`src/verilog/diag_stream_pkg.sv`:
```
// Constants, register map and carrier types of the diagnostic status stream.
package diag_stream_pkg;

  // Channel plan and record layout.
  localparam int CHANNELS = 50;
  localparam logic [5:0] LAST_CHANNEL = 6'h31;
  localparam int REC_BYTES = 7;
  localparam logic [5:0] LOG_LAST_POS = 6'h33;
  localparam logic [4:0] REC_LAST_POS = 5'h1A;

  // Timestamp tick and wrap.
  localparam int TICK_US = 100;
  localparam int CLK_MHZ = 200;
  localparam int TICK_CYCLES = TICK_US * CLK_MHZ;
  localparam logic [11:0] STAMP_LAST = 12'hCE5;
  localparam logic [11:0] STAMP_RESET = 12'h000;

  // Characters and the network wildcard.
  localparam logic [7:0] CHAR_IDLE_LOG = 8'h2E;
  localparam logic [7:0] CHAR_ZERO = 8'h30;
  localparam logic [7:0] CHAR_A_LESS_10 = 8'h37;
  localparam logic [7:0] CHAR_GT = 8'h3E;
  localparam logic [7:0] CHAR_SPACE = 8'h20;
  localparam logic [7:0] CHAR_CR = 8'h0D;
  localparam logic [7:0] CHAR_LF = 8'h0A;
  localparam logic [7:0] NETWORK_ANY = 8'hFF;

  // Register byte addresses.
  localparam logic [7:0] ADDR_CONTROL = 8'h00;
  localparam logic [7:0] ADDR_NETWORK = 8'h04;
  localparam logic [7:0] ADDR_KEY = 8'h08;
  localparam logic [7:0] ADDR_STATUS = 8'h0C;
  localparam logic [7:0] ADDR_HOST_RATE = 8'h10;

  // Control and status register fields.
  localparam int CTRL_LOG_BIT = 0;
  localparam int CTRL_INSTRUMENTATION_STREAM_BIT = 1;
  localparam int CTRL_BASE_BIT = 2;
  localparam int CTRL_CARRIER_UP_BIT = 3;
  localparam int STATUS_CARRIER_BIT = 16;

  // Reset values.
  localparam logic [3:0] CTRL_RESET = 4'h0;
  localparam logic [15:0] NETWORK_RESET = 16'hFFFF;
  localparam logic [15:0] KEY_RESET = 16'h0000;
  localparam logic [31:0] HOST_RATE_BPS = 32'h0000_2580;

  // Per-dwell events, in the bit order of status byte 6.
  typedef struct packed {
    logic channel_busy;
    logic parser_error;
    logic valid_packet;
    logic data_received_flag;
    logic registration_sent_flag;
    logic registration_received_flag;
    logic ack_received_flag;
    logic data_sent_flag;
  } radio_events_s;

  // Levels sampled at the end of each dwell.
  typedef struct packed {
    logic [5:0] channel;
    logic [7:0] last_packet_strength;
    logic [7:0] idle_channel_strength;
    logic [7:0] range_delay;
    logic inbound_flow_off;
    logic outbound_flow_off;
    logic host_hold;
  } radio_levels_s;

  typedef enum logic [1:0] {
    EMIT_IDLE = 2'b00,
    EMIT_LOG = 2'b01,
    EMIT_REC = 2'b10
  } emit_state_e;

endpackage

```
`src/verilog/radio_diag_stream.sv`:
```
// Diagnostic status streamer with channel activity log and records.
//
// Added by the designer: the Wishbone slave port and the register addresses.
`timescale 1ns/1ps
`default_nettype none

module radio_diag_stream #(
  parameter int TICK_CYCLES = diag_stream_pkg::TICK_CYCLES
) (
  input wire logic ref_clk,
  input wire logic rst,
  input wire logic wb_cyc_i,
  input wire logic wb_stb_i,
  input wire logic wb_we_i,
  input wire logic [7:0] wb_adr_i,
  input wire logic [3:0] wb_sel_i,
  input wire logic [31:0] wb_dat_i,
  output logic [31:0] wb_dat_o,
  output logic wb_ack_o,
  input wire logic dwell_end,
  input wire diag_stream_pkg::radio_events_s events,
  input wire diag_stream_pkg::radio_levels_s levels,
  input wire logic remotes_registered,
  input wire logic registered_with_base,
  input wire logic [7:0] heard_system_network_id,
  input wire logic [7:0] heard_parent_network_id,
  input wire logic [15:0] heard_key,
  input wire logic sleep_request_n,
  output logic [7:0] char_data,
  output logic char_valid,
  input wire logic char_ready,
  output logic link_carrier_indicator,
  output logic [31:0] host_rate
);

  // Log char is '.' or '0' plus weights; record byte is weights or 0x30.
  function automatic logic [7:0] activity_char(input logic [2:0] act,
                                               input logic idle_zero);
    if (act == 3'h0) begin
      activity_char = idle_zero ? diag_stream_pkg::CHAR_ZERO :
                                  diag_stream_pkg::CHAR_IDLE_LOG;
    end else begin
      activity_char = idle_zero ? {5'h00, act} :
                                  diag_stream_pkg::CHAR_ZERO + {5'h00, act};
    end
  endfunction
  function automatic logic [7:0] hex_char(input logic [3:0] nib);
    if (nib < 4'hA) begin
      hex_char = diag_stream_pkg::CHAR_ZERO + {4'h0, nib};
    end else begin
      hex_char = diag_stream_pkg::CHAR_A_LESS_10 + {4'h0, nib};
    end
  endfunction
  function automatic logic [31:0] merge(input logic [31:0] old,
                                        input logic [31:0] din,
                                        input logic [3:0] sel);
    merge = old;
    for (int b = 0; b < 4; b++) begin
      if (sel[b]) begin
        merge[b*8 +: 8] = din[b*8 +: 8];
      end
    end
  endfunction
  logic [3:0] control;
  logic [15:0] network_ids;
  logic [15:0] key;
  logic [14:0] tick_cnt;
  logic [11:0] stamp;
  diag_stream_pkg::radio_events_s dwell_flags;
  diag_stream_pkg::radio_events_s dwell_all;
  logic [2:0] dwell_act;
  logic [2:0] act_map [diag_stream_pkg::CHANNELS];
  logic [5:0] dwell_count;
  logic log_pending;
  logic rec_pending;
  logic [7:0] rec_byte [diag_stream_pkg::REC_BYTES];
  logic [11:0] rec_stamp;
  diag_stream_pkg::emit_state_e state;
  logic [5:0] pos;
  logic advance;
  logic start_log;
  logic start_rec;
  logic capture;
  logic clear_entry;
  logic [7:0] next_char;
  logic [4:0] rel;
  logic [2:0] byte_sel;
  logic [1:0] digit;
  logic id_match;
  logic wb_req;
  assign wb_req = wb_cyc_i && wb_stb_i && !wb_ack_o;
  // Register writes and single-cycle acknowledge.
  always_ff @(posedge ref_clk) begin
    if (rst) begin
      control <= diag_stream_pkg::CTRL_RESET;
      network_ids <= diag_stream_pkg::NETWORK_RESET;
      key <= diag_stream_pkg::KEY_RESET;
      host_rate <= diag_stream_pkg::HOST_RATE_BPS;
      wb_ack_o <= 1'b0;
    end else begin
      wb_ack_o <= wb_req;
      if (wb_req && wb_we_i) begin
        unique case (wb_adr_i)
          diag_stream_pkg::ADDR_CONTROL: begin
            control <= 4'(merge({28'h0, control}, wb_dat_i, wb_sel_i));
          end
          diag_stream_pkg::ADDR_NETWORK: begin
            network_ids <= 16'(merge({16'h0, network_ids}, wb_dat_i,
                                     wb_sel_i));
          end
          diag_stream_pkg::ADDR_KEY: begin
            key <= 16'(merge({16'h0, key}, wb_dat_i, wb_sel_i));
          end
          diag_stream_pkg::ADDR_HOST_RATE: begin
            host_rate <= merge(host_rate, wb_dat_i, wb_sel_i);
          end
          default: begin
          end
        endcase
      end
    end
  end
  // Register reads; unmapped addresses read zero.
  always_ff @(posedge ref_clk) begin
    if (rst) begin
      wb_dat_o <= 32'h0000_0000;
    end else if (wb_req && !wb_we_i) begin
      unique case (wb_adr_i)
        diag_stream_pkg::ADDR_CONTROL: wb_dat_o <= {28'h0, control};
        diag_stream_pkg::ADDR_NETWORK: wb_dat_o <= {16'h0, network_ids};
        diag_stream_pkg::ADDR_KEY: wb_dat_o <= {16'h0, key};
        diag_stream_pkg::ADDR_STATUS: begin
          wb_dat_o <= {15'h0, link_carrier_indicator, 4'h0, stamp};
        end
        diag_stream_pkg::ADDR_HOST_RATE: wb_dat_o <= host_rate;
        default: wb_dat_o <= 32'h0000_0000;
      endcase
    end
  end
  // Timestamp in 100 us ticks, wrapping after its last count.
  always_ff @(posedge ref_clk) begin
    if (rst) begin
      tick_cnt <= 15'h0000;
      stamp <= diag_stream_pkg::STAMP_RESET;
    end else if (tick_cnt == 15'(TICK_CYCLES - 1)) begin
      tick_cnt <= 15'h0000;
      if (stamp == diag_stream_pkg::STAMP_LAST) begin
        stamp <= diag_stream_pkg::STAMP_RESET;
      end else begin
        stamp <= stamp + 12'h001;
      end
    end else begin
      tick_cnt <= tick_cnt + 15'h0001;
    end
  end
  // Remote carrier qualification and base carrier policy.
  assign id_match = heard_system_network_id == network_ids[7:0] &&
                    (heard_parent_network_id == network_ids[15:8] ||
                     network_ids[15:8] == diag_stream_pkg::NETWORK_ANY) &&
                    heard_key == key;
  always_ff @(posedge ref_clk) begin
    if (rst) begin
      link_carrier_indicator <= 1'b0;
    end else if (control[diag_stream_pkg::CTRL_BASE_BIT]) begin
      link_carrier_indicator <=
        control[diag_stream_pkg::CTRL_CARRIER_UP_BIT] ||
        remotes_registered;
    end else begin
      link_carrier_indicator <= registered_with_base && id_match;
    end
  end
  // Dwell flags collect events; an event at the dwell end is kept.
  assign dwell_all = dwell_flags | events;
  assign dwell_act = {dwell_all.registration_received_flag,
                      dwell_all.ack_received_flag,
                      dwell_all.data_sent_flag};
  always_ff @(posedge ref_clk) begin
    if (rst) begin
      dwell_flags <= '0;
    end else if (dwell_end) begin
      dwell_flags <= '0;
    end else begin
      dwell_flags <= dwell_all;
    end
  end
  // Activity map indexed by channel, ascending in frequency.
  assign clear_entry = advance && state == diag_stream_pkg::EMIT_LOG &&
                       pos < 6'(diag_stream_pkg::CHANNELS);
  always_ff @(posedge ref_clk) begin
    if (rst) begin
      for (int i = 0; i < diag_stream_pkg::CHANNELS; i++) begin
        act_map[i] <= 3'h0;
      end
    end else begin
      for (int i = 0; i < diag_stream_pkg::CHANNELS; i++) begin
        if (dwell_end && levels.channel == 6'(i)) begin
          if (clear_entry && pos == 6'(i)) begin
            act_map[i] <= dwell_act;
          end else begin
            act_map[i] <= act_map[i] | dwell_act;
          end
        end else if (clear_entry && pos == 6'(i)) begin
          act_map[i] <= 3'h0;
        end
      end
    end
  end
  // A log line is due after each full pass of channel dwells.
  always_ff @(posedge ref_clk) begin
    if (rst) begin
      dwell_count <= 6'h00;
      log_pending <= 1'b0;
    end else begin
      if (dwell_end) begin
        if (dwell_count == diag_stream_pkg::LAST_CHANNEL) begin
          dwell_count <= 6'h00;
        end else begin
          dwell_count <= dwell_count + 6'h01;
        end
      end
      if (dwell_end && dwell_count == diag_stream_pkg::LAST_CHANNEL &&
          control[diag_stream_pkg::CTRL_LOG_BIT]) begin
        log_pending <= 1'b1;
      end else if (start_log ||
                   !control[diag_stream_pkg::CTRL_LOG_BIT]) begin
        log_pending <= 1'b0;
      end
    end
  end
  // One record per dwell while the stream is on and none is in flight.
  // A dwell end in the cycle a record starts is dropped, so the snapshot
  // being sent is never overwritten and never sent twice.
  assign capture = dwell_end && control[diag_stream_pkg::CTRL_INSTRUMENTATION_STREAM_BIT] &&
                   state != diag_stream_pkg::EMIT_REC &&
                   !start_rec;
  always_ff @(posedge ref_clk) begin
    if (rst) begin
      rec_pending <= 1'b0;
    end else if (capture) begin
      rec_pending <= 1'b1;
    end else if (start_rec || !control[diag_stream_pkg::CTRL_INSTRUMENTATION_STREAM_BIT]) begin
      rec_pending <= 1'b0;
    end
  end
  always_ff @(posedge ref_clk) begin
    if (rst) begin
      rec_stamp <= diag_stream_pkg::STAMP_RESET;
      for (int i = 0; i < diag_stream_pkg::REC_BYTES; i++) begin
        rec_byte[i] <= 8'h00;
      end
    end else if (capture) begin
      rec_stamp <= stamp;
      rec_byte[0] <= {2'h0, levels.channel};
      rec_byte[1] <= activity_char(dwell_act, 1'b1);
      rec_byte[2] <= levels.last_packet_strength;
      rec_byte[3] <= levels.idle_channel_strength;
      rec_byte[4] <= levels.range_delay;
      rec_byte[5] <= {4'h0, levels.inbound_flow_off,
                      levels.outbound_flow_off, levels.host_hold,
                      link_carrier_indicator};
      rec_byte[6] <= dwell_all;
    end
  end
  // Character selection for the current position.
  assign rel = pos[4:0] - 5'h04;
  assign byte_sel = 3'(rel / 5'h03);
  assign digit = 2'(rel % 5'h03);
  always_comb begin
    next_char = diag_stream_pkg::CHAR_LF;
    if (state == diag_stream_pkg::EMIT_LOG) begin
      if (pos < 6'(diag_stream_pkg::CHANNELS)) begin
        next_char = activity_char(act_map[pos], 1'b0);
      end else if (pos == diag_stream_pkg::LOG_LAST_POS - 6'h01) begin
        next_char = diag_stream_pkg::CHAR_CR;
      end
    end else begin
      unique case (pos[4:0])
        5'h00: next_char = hex_char(rec_stamp[11:8]);
        5'h01: next_char = hex_char(rec_stamp[7:4]);
        5'h02: next_char = hex_char(rec_stamp[3:0]);
        5'h03: next_char = diag_stream_pkg::CHAR_GT;
        diag_stream_pkg::REC_LAST_POS - 5'h01: begin
          next_char = diag_stream_pkg::CHAR_CR;
        end
        diag_stream_pkg::REC_LAST_POS: next_char = diag_stream_pkg::CHAR_LF;
        default: begin
          if (digit == 2'h0) begin
            next_char = diag_stream_pkg::CHAR_SPACE;
          end else if (digit == 2'h1) begin
            next_char = hex_char(rec_byte[byte_sel][7:4]);
          end else begin
            next_char = hex_char(rec_byte[byte_sel][3:0]);
          end
        end
      endcase
    end
  end
  // Output stream; a new line starts only while the host lets the radio wake.
  assign advance = !char_valid || char_ready;
  assign start_rec = advance && state == diag_stream_pkg::EMIT_IDLE &&
                     sleep_request_n && rec_pending;
  assign start_log = advance && state == diag_stream_pkg::EMIT_IDLE &&
                     sleep_request_n && !rec_pending && log_pending;
  always_ff @(posedge ref_clk) begin
    if (rst) begin
      state <= diag_stream_pkg::EMIT_IDLE;
      pos <= 6'h00;
      char_valid <= 1'b0;
      char_data <= 8'h00;
    end else if (advance) begin
      unique case (state)
        diag_stream_pkg::EMIT_IDLE: begin
          char_valid <= 1'b0;
          pos <= 6'h00;
          if (start_rec) begin
            state <= diag_stream_pkg::EMIT_REC;
          end else if (start_log) begin
            state <= diag_stream_pkg::EMIT_LOG;
          end
        end
        diag_stream_pkg::EMIT_LOG: begin
          char_valid <= 1'b1;
          char_data <= next_char;
          pos <= pos + 6'h01;
          if (pos == diag_stream_pkg::LOG_LAST_POS) begin
            state <= diag_stream_pkg::EMIT_IDLE;
          end
        end
        diag_stream_pkg::EMIT_REC: begin
          char_valid <= 1'b1;
          char_data <= next_char;
          pos <= pos + 6'h01;
          if (pos[4:0] == diag_stream_pkg::REC_LAST_POS) begin
            state <= diag_stream_pkg::EMIT_IDLE;
          end
        end
        default: begin
          state <= diag_stream_pkg::EMIT_IDLE;
        end
      endcase
    end
  end

endmodule

`default_nettype wire

```
`config.mk`:
```
export PLATFORM = sky130hd
export DESIGN_NAME = radio_diag_stream
export DESIGN_NICKNAME = d
export VERILOG_FILES = /design/src/verilog/diag_stream_pkg.sv /design/src/verilog/radio_diag_stream.sv
export SDC_FILE = /design/constraint.sdc
export NUM_CORES = 1
export LEC_CHECK = 0
export BUFFER_PORTS_ARGS = -buffer_cell sky130_fd_sc_hd__buf_2
export CAP_MARGIN = 20
export CORE_UTILIZATION = 40
export CTS_CLUSTER_DIAMETER = 40
export DETAILED_ROUTE_END_ITERATION = 8
export MAX_ROUTING_LAYER = met4
export PLACE_DENSITY = 0.64
export SETUP_SLACK_MARGIN = 0.05
export SLEW_MARGIN = 20
export SYNTH_ARGS = -nofsm -noshare
export SYNTH_HDL_FRONTEND = slang
export SYNTH_SLANG_ARGS = --single-unit
```
`constraint.sdc`:
```
create_clock -name ref_clk -period 5.55 [get_ports ref_clk]
set_clock_uncertainty 0.15 [all_clocks]
set_input_delay 0.555 -clock ref_clk [delete_from_list [all_inputs] [get_ports ref_clk]]
set_output_delay 0.555 -clock ref_clk [all_outputs]
set_load 0.02 [all_outputs]
```
Word-level counts from Yosys, hierarchy flattened:

Memories as Yosys holds them, arrays and structs flattened. A register that Yosys moved wholly into a read port is not among the register bits.
Index checks and enable logic that the tools add are counted.

* register bits after elaboration: 174
* bits in latches: 0
* bits in writable memories: 206
* bits in read-only memories: 0
* bits of input ports: 127
* output and inout port bits: 75
* logic and storage cells: 1288
* memories kept: 2

* $add $sub $neg: 16
* multipliers: 0
* div/mod/pow operators: 2
* order comparisons: 6
* equal/unequal tests: 123
* shift operators: 0
* mux-type cells: 744
* bitwise logic cells: 208
* reduce and logical (&&, ||, !) cells: 157

Memory list
* act_map: depth 50, bits a word 3, read ports 51, clocked after memory_dff 1, write ports 50, line radio_diag_stream.sv:72 `logic [2:0] act_map [diag_stream_pkg::CHANNELS];`
* rec_byte: depth 7, bits a word 8, read ports 1, clocked after memory_dff 0, write ports 7, line radio_diag_stream.sv:76 `logic [7:0] rec_byte [diag_stream_pkg::REC_BYTES];`

Operators with widths (number)
* 1-bit two-way mux: 560
* 3-bit two-way mux: 151
* 6-bit equality test, second input constant: 39
* 6-bit by 5-bit equality test with 1-bit output, second input constant: 32
* 32-bit case mux with 5 select lines: 1
* 1-bit bitwise OR: 157
* 3-bit bitwise OR: 50
* 1-bit logical AND: 119
* 8-bit two-way mux: 13
* 6-bit by 4-bit equality test with 1-bit output, second input constant: 16
* 6-bit by 4-bit adder with 7-bit output, first input constant: 10
* 6-bit by 3-bit equality test with 1-bit output, second input constant: 8
* 8-bit case mux with 6 select lines: 1
* 7-bit two-way mux: 6
* 3-bit AND reduction: 9
* 6-bit by 2-bit equality test with 1-bit output, second input constant: 4
* 6-bit two-way mux: 4
* 4-bit less-than comparator, second input constant: 5
* 16-bit equality test: 1
* 8-bit by 4-bit equality test with 1-bit output, second input constant: 2
* 8-bit equality test: 2
* 15-bit by 1-bit adder with 15-bit output, second input constant: 1
* 15-bit equality test, second input constant: 1
* 12-bit by 1-bit adder with 12-bit output, second input constant: 1
* other kinds (36): 63

Logic depth before layout (Yosys ltp):

Gate-level depths: netlist of run 1.

* depth after elaboration: 12
* mapped depth: 27
* gate-level depth less buffers: 23

Least setup slack after synthesis of run 1:

No wires, ideal clock.

* kind: register -> register
* start point: register pos[2]
* end point: register char_data[2]
* library setup time: 59 ps
* arrival: 5368 ps
* data required time: 5341 ps
* slack: -28 ps
* cell stages (with the launch flop): 27
* path buffers: 5
* period minus slack after synthesis: 5578 ps
* cells stage by stage: dfxtp_1 -> clkbuf_1 -> clkinv_1 -> ha_1 -> xnor2_2 -> inv_2 -> buf_6 -> ha_1 -> clkbuf_1 -> o22ai_4 -> o32a_1 -> a32o_1 -> inv_1 -> ha_1 -> nor2_1 -> o2111ai_1 -> o221ai_2 -> buf_4 -> o21a_1 -> buf_2 -> o211ai_1 -> a211oi_1 -> ha_1 -> inv_1 -> or4b_1 -> a21oi_1 -> o31a_1

* word-level cells in the longest chain between the ends: 9
* elaborated cells between the ends (all ways): 28
* those cells by class: 5 x add/sub; 2 x div; 3 x order compare; 7 x eq/ne; 8 x mux; 2 x reduce/logical; 1 x memory

Ends and longest elaborated chain
* start: declaration: line radio_diag_stream.sv:79 `logic [5:0] pos;`
* start signal: assignment: line radio_diag_stream.sv:324 `pos <= pos + 6'h01;`
* start signal: assignment: line radio_diag_stream.sv:332 `pos <= pos + 6'h01;`
* 5-bit by 3-bit subtractor with 5-bit output: line radio_diag_stream.sv:265 `assign rel = pos[4:0] - 5'h04;`
* 5-bit by 2-bit divider with 5-bit output: line radio_diag_stream.sv:266 `assign byte_sel = 3'(rel / 5'h03);`
* memory 7 x 8 bit
* 6-bit by 4-bit adder with 7-bit output, or another cell as far along: line radio_diag_stream.sv:51 `hex_char = diag_stream_pkg::CHAR_A_LESS_10 + {4'h0, nib};`
* 7-bit two-way mux: line radio_diag_stream.sv:48 `if (nib < 4'hA) begin`
* 8-bit two-way mux: line radio_diag_stream.sv:289 `end else if (digit == 2'h1) begin`
* 8-bit two-way mux: line radio_diag_stream.sv:287 `if (digit == 2'h0) begin`
* 8-bit case mux with 6 select lines: line radio_diag_stream.sv:277 `unique case (pos[4:0])`
* 8-bit two-way mux *: line radio_diag_stream.sv:270 `if (state == diag_stream_pkg::EMIT_LOG) begin`
* end signal: assignment: line radio_diag_stream.sv:323 `char_data <= next_char;`
* end signal: assignment: line radio_diag_stream.sv:331 `char_data <= next_char;`
* end: declaration: line radio_diag_stream.sv:29 `output logic [7:0] char_data,`

Mark *: on every way between the ends. The rest lies on a longest branch, timed or not.
A chain may end at the register's enable or synchronous reset.

Final worst setup path of run 1:

Ends and elaborated chain as after synthesis.

==> run metrics, run 1 <==
Crit path arrival time 5.54 ns; Die Y 224.9 um; MaxCap Viol Count 0; die area 50570 um2; Detail Route Antenna Nets 0; post-route cell area 23970 um2; drt wl/cell 20.22 um; Distinct cells, synth 91; Core ar. 48950 um2; Syn Inst Count 2094; Initial Utilization 40.60%; largest net degree at the start of global routing 105; Synth area leader edfxtp_1; # IOs 202; async set or reset register ratio after synthesis 0%; top-count cell post-synth nor2_1; cells resized by post-CTS repair 0; post-synthesis cell area 19870 um2; first-pass GRT wire length 94250 um; synth warn 0; CP bufs+invs 7; clock share of power 56.0%; post-synthesis sequential area ratio 47.65%; GPL Wtd Cong 0.8910; Root Driver clkbuf_16; slowest cell on the critical path or4b_1; initial antenna violation count 6; Seq cells post-synth 375; clk_lat worst skew 0.61 ns; synthesized area per cell 9.490 um2; vias in the first global route 16960; hold crit path type in2reg; CTS H-Tree Depth 3; total area of sequential cells 9470 um2; CP endpoint kind flip-flop; fmax 0.1944 GHz; number of enable flip-flop cells after synthesis 196; Pwr Total 7735 uW; main flop type after synthesis edfxtp_1; area delta synth->final 20.61%; total negative slack 0 ns; setup violators final 0; Cell Chain, Critical Path clkinv_2, buf_4, ha_1, inv_1, ha_1, and2_1, a21o_4, o32a_1, a32o_1, inv_1, ha_2, inv_1, o2111ai_1, o221ai_4, buf_4, nor2b_2, a221oi_4, ha_1, inv_1, or4b_1, a21oi_1, o31a_1; Tcrit/Tclk final 92.68%; Least-Margin Pin Slew 1.204 ns; max-slew violations 0; drt total wl 60630 um; Crit Path Max Fanout 10; clk slew on worst S/H paths 0.05 ns; share of layout cells above drive strength 1 20.35%; Area contributors post-synth edfxtp_1, dfxtp_1, nor2_1; Comb power frac 4.6%; crit path time final 5.144 ns; hpwl dp 41940 um; cell family with most CP delay compound AO/OA/AOI/OAI gates; top cells by count, synth nor2_1, nand2_1, a21oi_1; GRT Util Overall 24.65%; placed inst area 21520 um2; IO buf count 200; clock buffer depth 3; Worst Path Required 5.94 ns; multi-input logic area 9799 um2; sequential power share 39.4%; CP Launch Type flip-flop; post-CTS setup buffers 0; CTS Buf Count 68; clk sinks 375; hold-fix buffers at CTS 0; Starting DRT DRC Count 1626; internal power 5905 uW; slew margin rel. 19.09%; DRC errors left 0; Peak supply drop 0.2875 mV; unrepaired setup endpoints after global routing false; CTS tree built; Synth top area share 29.62%; status finished clean; Final nets 2428; CP Class reg2reg; cell with the most instances on the worst path inv_1; Hold Vio Cnt, Final 0; Pre-antenna DRT Iters 6; P_sw 1830 uW; gr ovfl total 0; placement row count 81; Die X 224.9 um; P per Cell Area 322.7 nW/um2; Synth Net Count 2248; CP peak stage delay 0.51 ns; Vias 17059; P_leak 0.009079 uW; Fillers 4538; sw frac 23.66%; vias per cell 5.690
==> worst reg2reg max path: stages, from the launching register on <==
cell and delay (ns):
dfxtp_1 0.35, clkinv_2 0.07, buf_4 0.17, ha_1 0.30, inv_1 0.04, ha_1 0.27
and2_1 0.21, a21o_4 0.21, o32a_1 0.37, a32o_1 0.30, inv_1 0.07, ha_2 0.23
inv_1 0.09, o2111ai_1 0.13, o221ai_4 0.24, buf_4 0.22, nor2b_2 0.19, a221oi_4 0.41
ha_1 0.23, inv_1 0.05, or4b_1 0.51, a21oi_1 0.14, o31a_1 0.14
==> stage by stage <==
stage / utilization (%) / hold WS [ns] / cells / setup WS, ns
after floorplan: - / 0.2802 / 2094 / 0.07891
after global placement: 43.97 / 0.2856 / 2868 / 0.2370
after detailed placement: 43.97 / 0.2958 / 2868 / 0.1914
after CTS: 48.85 / 0.01220 / 2993 / 0.1374
after global routing: 48.96 / 0.02231 / 2998 / 0.1165
final: 48.96 / 0.04097 / 2998 / 0.4063
==> sequential cells by signal, indices dropped and copies added (netlist names), 2 cells and up, named ones only <==
name	cells
act_map	150
state	2
pos	6
wb_dat_o	32
rec_stamp	12
rec_byte	46
dwell_count	6
control	4
tick_cnt	15
char_data	7
dwell_flags	8
host_rate	32
stamp	12
network_ids	16
key	16
==> path summary, 6_finish.rpt <==
kind	start	to	slack, ns	cells after the start
min reg2reg	wb_dat_o[19]$_SDFFE_PP0P_	wb_dat_o[19]$_SDFFE_PP0P_	0.30	2
min	wb_dat_i[7]	network_ids[7]$_SDFFE_PP1P_	0.04	2
max	pos[2]$_SDFFE_PP0P_	char_data[2]$_SDFFE_PP0P_	0.41	22
max reg2reg	pos[2]$_SDFFE_PP0P_	char_data[2]$_SDFFE_PP0P_	0.41	22
==> final cells by class <==
cell class,count,area share (%)
multi-input combinational,1551,40.89
sequential,375,39.51
clock inverter,49,2.569
inverter,35,0.5534
clock buffer,76,7.398
timing repair buffer,243,5.560
tap,664,3.466
antenna,5,0.05221
==> layout by cell type, fill, tap and decap left out, drive strengths merged, types with 10 or more instances in the layout <==
cell type    n
a211oi      11
inv         47
nand4       16
clkinvlp    10
a22oi       56
o21ai       32
dfxtp      179
nand3       78
nor2b       28
and2        48
xor2        29
a21oi      217
a211o       22
nor4        11
nor2       366
clkinv      18
mux2i       65
xnor2       37
mux2        10
ha          27
mux4        46
nor3        34
and3        15
clkbuf      77
nand2b      12
a221oi      10
buf        242
a222oi      12
a31oi       10
or3b        16
nand2      230
edfxtp     196
==> routing by layer <==
metal  track usage, %  share of wire (%)  vias up
li1                 -                  -     7986
met1            30.70                 41     8137
met2            39.36                 47      802
met3            5.238                8.6      134
met4            8.997                3.0        0
met5                -                  0        -
==> cells by family (layout without fill, tap and decap cells) <==
logic type	Yosys count	in the layout	share of synthesized area, %
and+or+nand+nor	888	888	20.29
buffers and inverters	168	403	3.350
DFF	375	375	47.65
muxes	121	121	9.073
xor gates and xnor gates	66	66	2.947
AOI/OAI and AO/OA	448	448	14.97
other	1	6	0.01887
adders and majority gates	27	27	1.700
==> power by group through the flow <==
| stage | Sequential (uW) | Combinational, uW | Clock, uW |
|---|---|---|---|
| 2_1_floorplan | 3080 | 215 | 0 |
| 3_3_place_gp | 3100 | 343 | 0 |
| 3_5_place_dp | 3100 | 352 | 0 |
| 4_1_cts | 3040 | 353 | 4390 |
| 5_1_grt | 3050 | 387 | 4510 |
| 6_report | 3040 | 357 | 4330 |
Power figures use the tool's default switching activity.
==> run 2, diff against run 1 <==
--- a/config.mk
+++ b/config.mk
@@ -7,6 +7,7 @@
 export LEC_CHECK = 0
 export BUFFER_PORTS_ARGS = -buffer_cell sky130_fd_sc_hd__buf_2
 export CAP_MARGIN = 20
+export CORE_MARGIN = 2
 export CORE_UTILIZATION = 40
 export CTS_CLUSTER_DIAMETER = 40
 export DETAILED_ROUTE_END_ITERATION = 8
==> run 2 against run 1 <==
Against the previous run: critical path depth did not move; first-iteration DRC count fell by 5.7%; largest cell class unchanged; fmax fell by 0.96%; routed wire length fell by 0.18%; sequential power barely moved; flip-flop and latch count did not move; count of clock-buffer cells in the layout fell by 5; die area rose by 1.8%; setup slack got worse by 0.050 ns; cell count rose by 0.10%; register-to-register slack got worse by 0.05 ns.
==> run metrics, run 2 (same netlist as run 1, synthesis figures left out) <==
clk sinks 375 (unchanged); Root Driver clkbuf_16; P_leak 0.009017 uW (-0.68%); cell with the most instances on the worst path inv_1; GRT Util Overall 24.23% (-0.42 points); Core ar. 48950 um2 (unchanged); gr ovfl total 0 (unchanged); CP peak stage delay 0.52 ns (about the same); share of layout cells above drive strength 1 19.44% (-0.91 points); Worst Path Required 5.98 ns (+0.04 ns); post-route cell area 23890 um2 (-0.33%); initial antenna violation count 2 (-4); hpwl dp 42260 um (+0.78%); area delta synth->final 20.21%; MaxCap Viol Count 0 (unchanged); DRC errors left 0 (unchanged); Die X 226.9 um (+0.89%); die area 51480 um2 (+1.8%); Biggest register act_map; commonest non-fill, non-tap cell in the layout nor2_1; DP Cell Count 2860 (-0.28%); P per Cell Area 304.0 nW/um2 (-5.8%); status finished clean; Pre-antenna DRT Iters 9 (+3); total negative slack 0 ns (unchanged); slew margin rel. 28.98% (+9.9 points); Final nets 2438 (+0.41%); Tcrit/Tclk final 93.57% (+0.90 points); max-slew violations 0 (unchanged); Starting DRT DRC Count 1533 (-5.7%); clock buffer depth 3 (unchanged); Cell Chain, Critical Path inv_1, ha_1, xnor2_2, inv_2, ha_1, and2_1, a21o_4, o32a_1, a32o_1, inv_1, ha_2, inv_1, o2111ai_1, o221ai_2, buf_4, nor2b_2, a221oi_4, ha_1, inv_1, or4b_1, a21oi_1, o31a_1; Crit Path Max Fanout 9 (-1); Initial Utilization 40.60% (unchanged); largest net degree at the start of global routing 97 (-7.6%); crit path time final 5.193 ns (+0.04970 ns); first-pass GRT wire length 93740 um (-0.55%); drt total wl 60520 um (-0.18%); CTS tree built; CP Class reg2reg; Detail Route Antenna Nets 0 (unchanged); hold crit path type in2reg; CP endpoint kind flip-flop; unrepaired setup endpoints after global routing false; placed inst area 21470 um2 (-0.26%); IO buf count 200 (unchanged); clk slew on worst S/H paths 0.05 ns (about the same); # IOs 202 (unchanged); Die Y 226.9 um (+0.89%); commonest non-fill, non-tap cells in the layout nor2_1, nand2_1, a21oi_1; final hold slack 0.03387 ns (-0.007096 ns); Peak supply drop 0.2680 mV (-6.8%); fmax 0.1926 GHz (-0.96%); placement row count 81 (unchanged); Hold Vio Cnt, Final 0 (unchanged); setup violators final 0 (unchanged); Crit path arrival time 5.62 ns (+0.08 ns); vias in the first global route 16587 (-2.2%); drt wl/cell 20.17 um (-0.28%); Vias 16979 (-0.47%); top flop regs act_map x150, rec_byte x46; CP Launch Type flip-flop; vias per cell 5.658 (-0.57%); clk_lat worst skew 0.64 ns (+0.03 ns); number of flip-flops in the largest register 150 (unchanged); fin cells 3001 (+0.10%); CTS H-Tree Depth 2 (-1); GPL Wtd Cong 0.8791 (-1.3%); Least-Margin Pin Slew 1.057 ns (-0.1471 ns); slowest cell on the critical path or4b_1; CTS Buf Count 59 (-13%)
==> run 2: cell count changes in the layout (fill, tap and decap cells not counted), moves of 4 or more <==
cell	delta
buf_4	-7
clkbuf_8	+4
dlygate4sd3_1	+26
clkbuf_16	-10
==> run 2: path summary, 6_finish.rpt <==
| check | depth (start not counted) | startpoint | to | slack, ns |
|---|---|---|---|---|
| hold reg to reg | 2 | wb_dat_o[24]$_SDFFE_PP0P_ | wb_dat_o[24]$_SDFFE_PP0P_ | 0.30 |
| setup reg to reg | 22 | pos[3]$_SDFFE_PP0P_ | char_data[2]$_SDFFE_PP0P_ | 0.36 |
| hold / removal | 3 | wb_dat_i[27] | host_rate[27]$_SDFFE_PP0P_ | 0.03 |
| setup / recovery | 22 | pos[3]$_SDFFE_PP0P_ | char_data[2]$_SDFFE_PP0P_ | 0.36 |
==> run 2: per-stage QoR <==
| step | setup WS (ns) | utilization [%] | total power (uW) |
|---|---|---|---|
| after floorplan | 0.07891 | - | 3292 |
| after global placement | 0.2647 | 43.86 | 3438 |
| after detailed placement | 0.1759 | 43.86 | 3447 |
| after CTS | 0.1904 | 48.70 | 7313 |
| after global routing | 0.06127 | 48.80 | 7468 |
| final | 0.3566 | 48.80 | 7262 |
==> run 2: area by class of cell <==
type                       count  area, um2
tap                          664      830.8
clock inverter                41      530.5
antenna                        2      5.005
clock buffer                  71       1582
timing repair buffer         262       1540
multi-input combinational   1551       9794
sequential                   375       9472
inverter                      35      132.6
fill                        4522      25060
==> run 2: worst max-delay path, delay by kind of cell (launching register included) <==
family	cells	cell delay [ns]
fa+ha+maj	4	1.00
compound gates	8	1.92
flops	1	0.40
simple gates	3	0.94
xor+xnor	1	0.17
buf+inv	6	0.59
==> run 2: repair_timing <==
item	CTS	global route
hold buffers	26	0
endpoints found under the setup margin	0	6
setup buffers	0	1
resized for setup	0	6
endpoints found under the hold margin	30	0
==> run 2: per-layer routing <==
metal	global-route usage, %	routed length (um)	up-vias
li1	-	-	7971
met1	30.08	25230	8139
met2	39.17	28440	731
met3	4.600	4750	138
met4	9.274	2096	0
met5	-	0	-
==> run 2: power by group <==
part	switching, uW	total [uW]	leakage, uW	internal, uW
Combinational	226	369	0.00454	143
Sequential	46.3	3040	0.00346	3000
Clock	1420	3850	0.00101	2430
Total	1690	7260	0.00902	5570
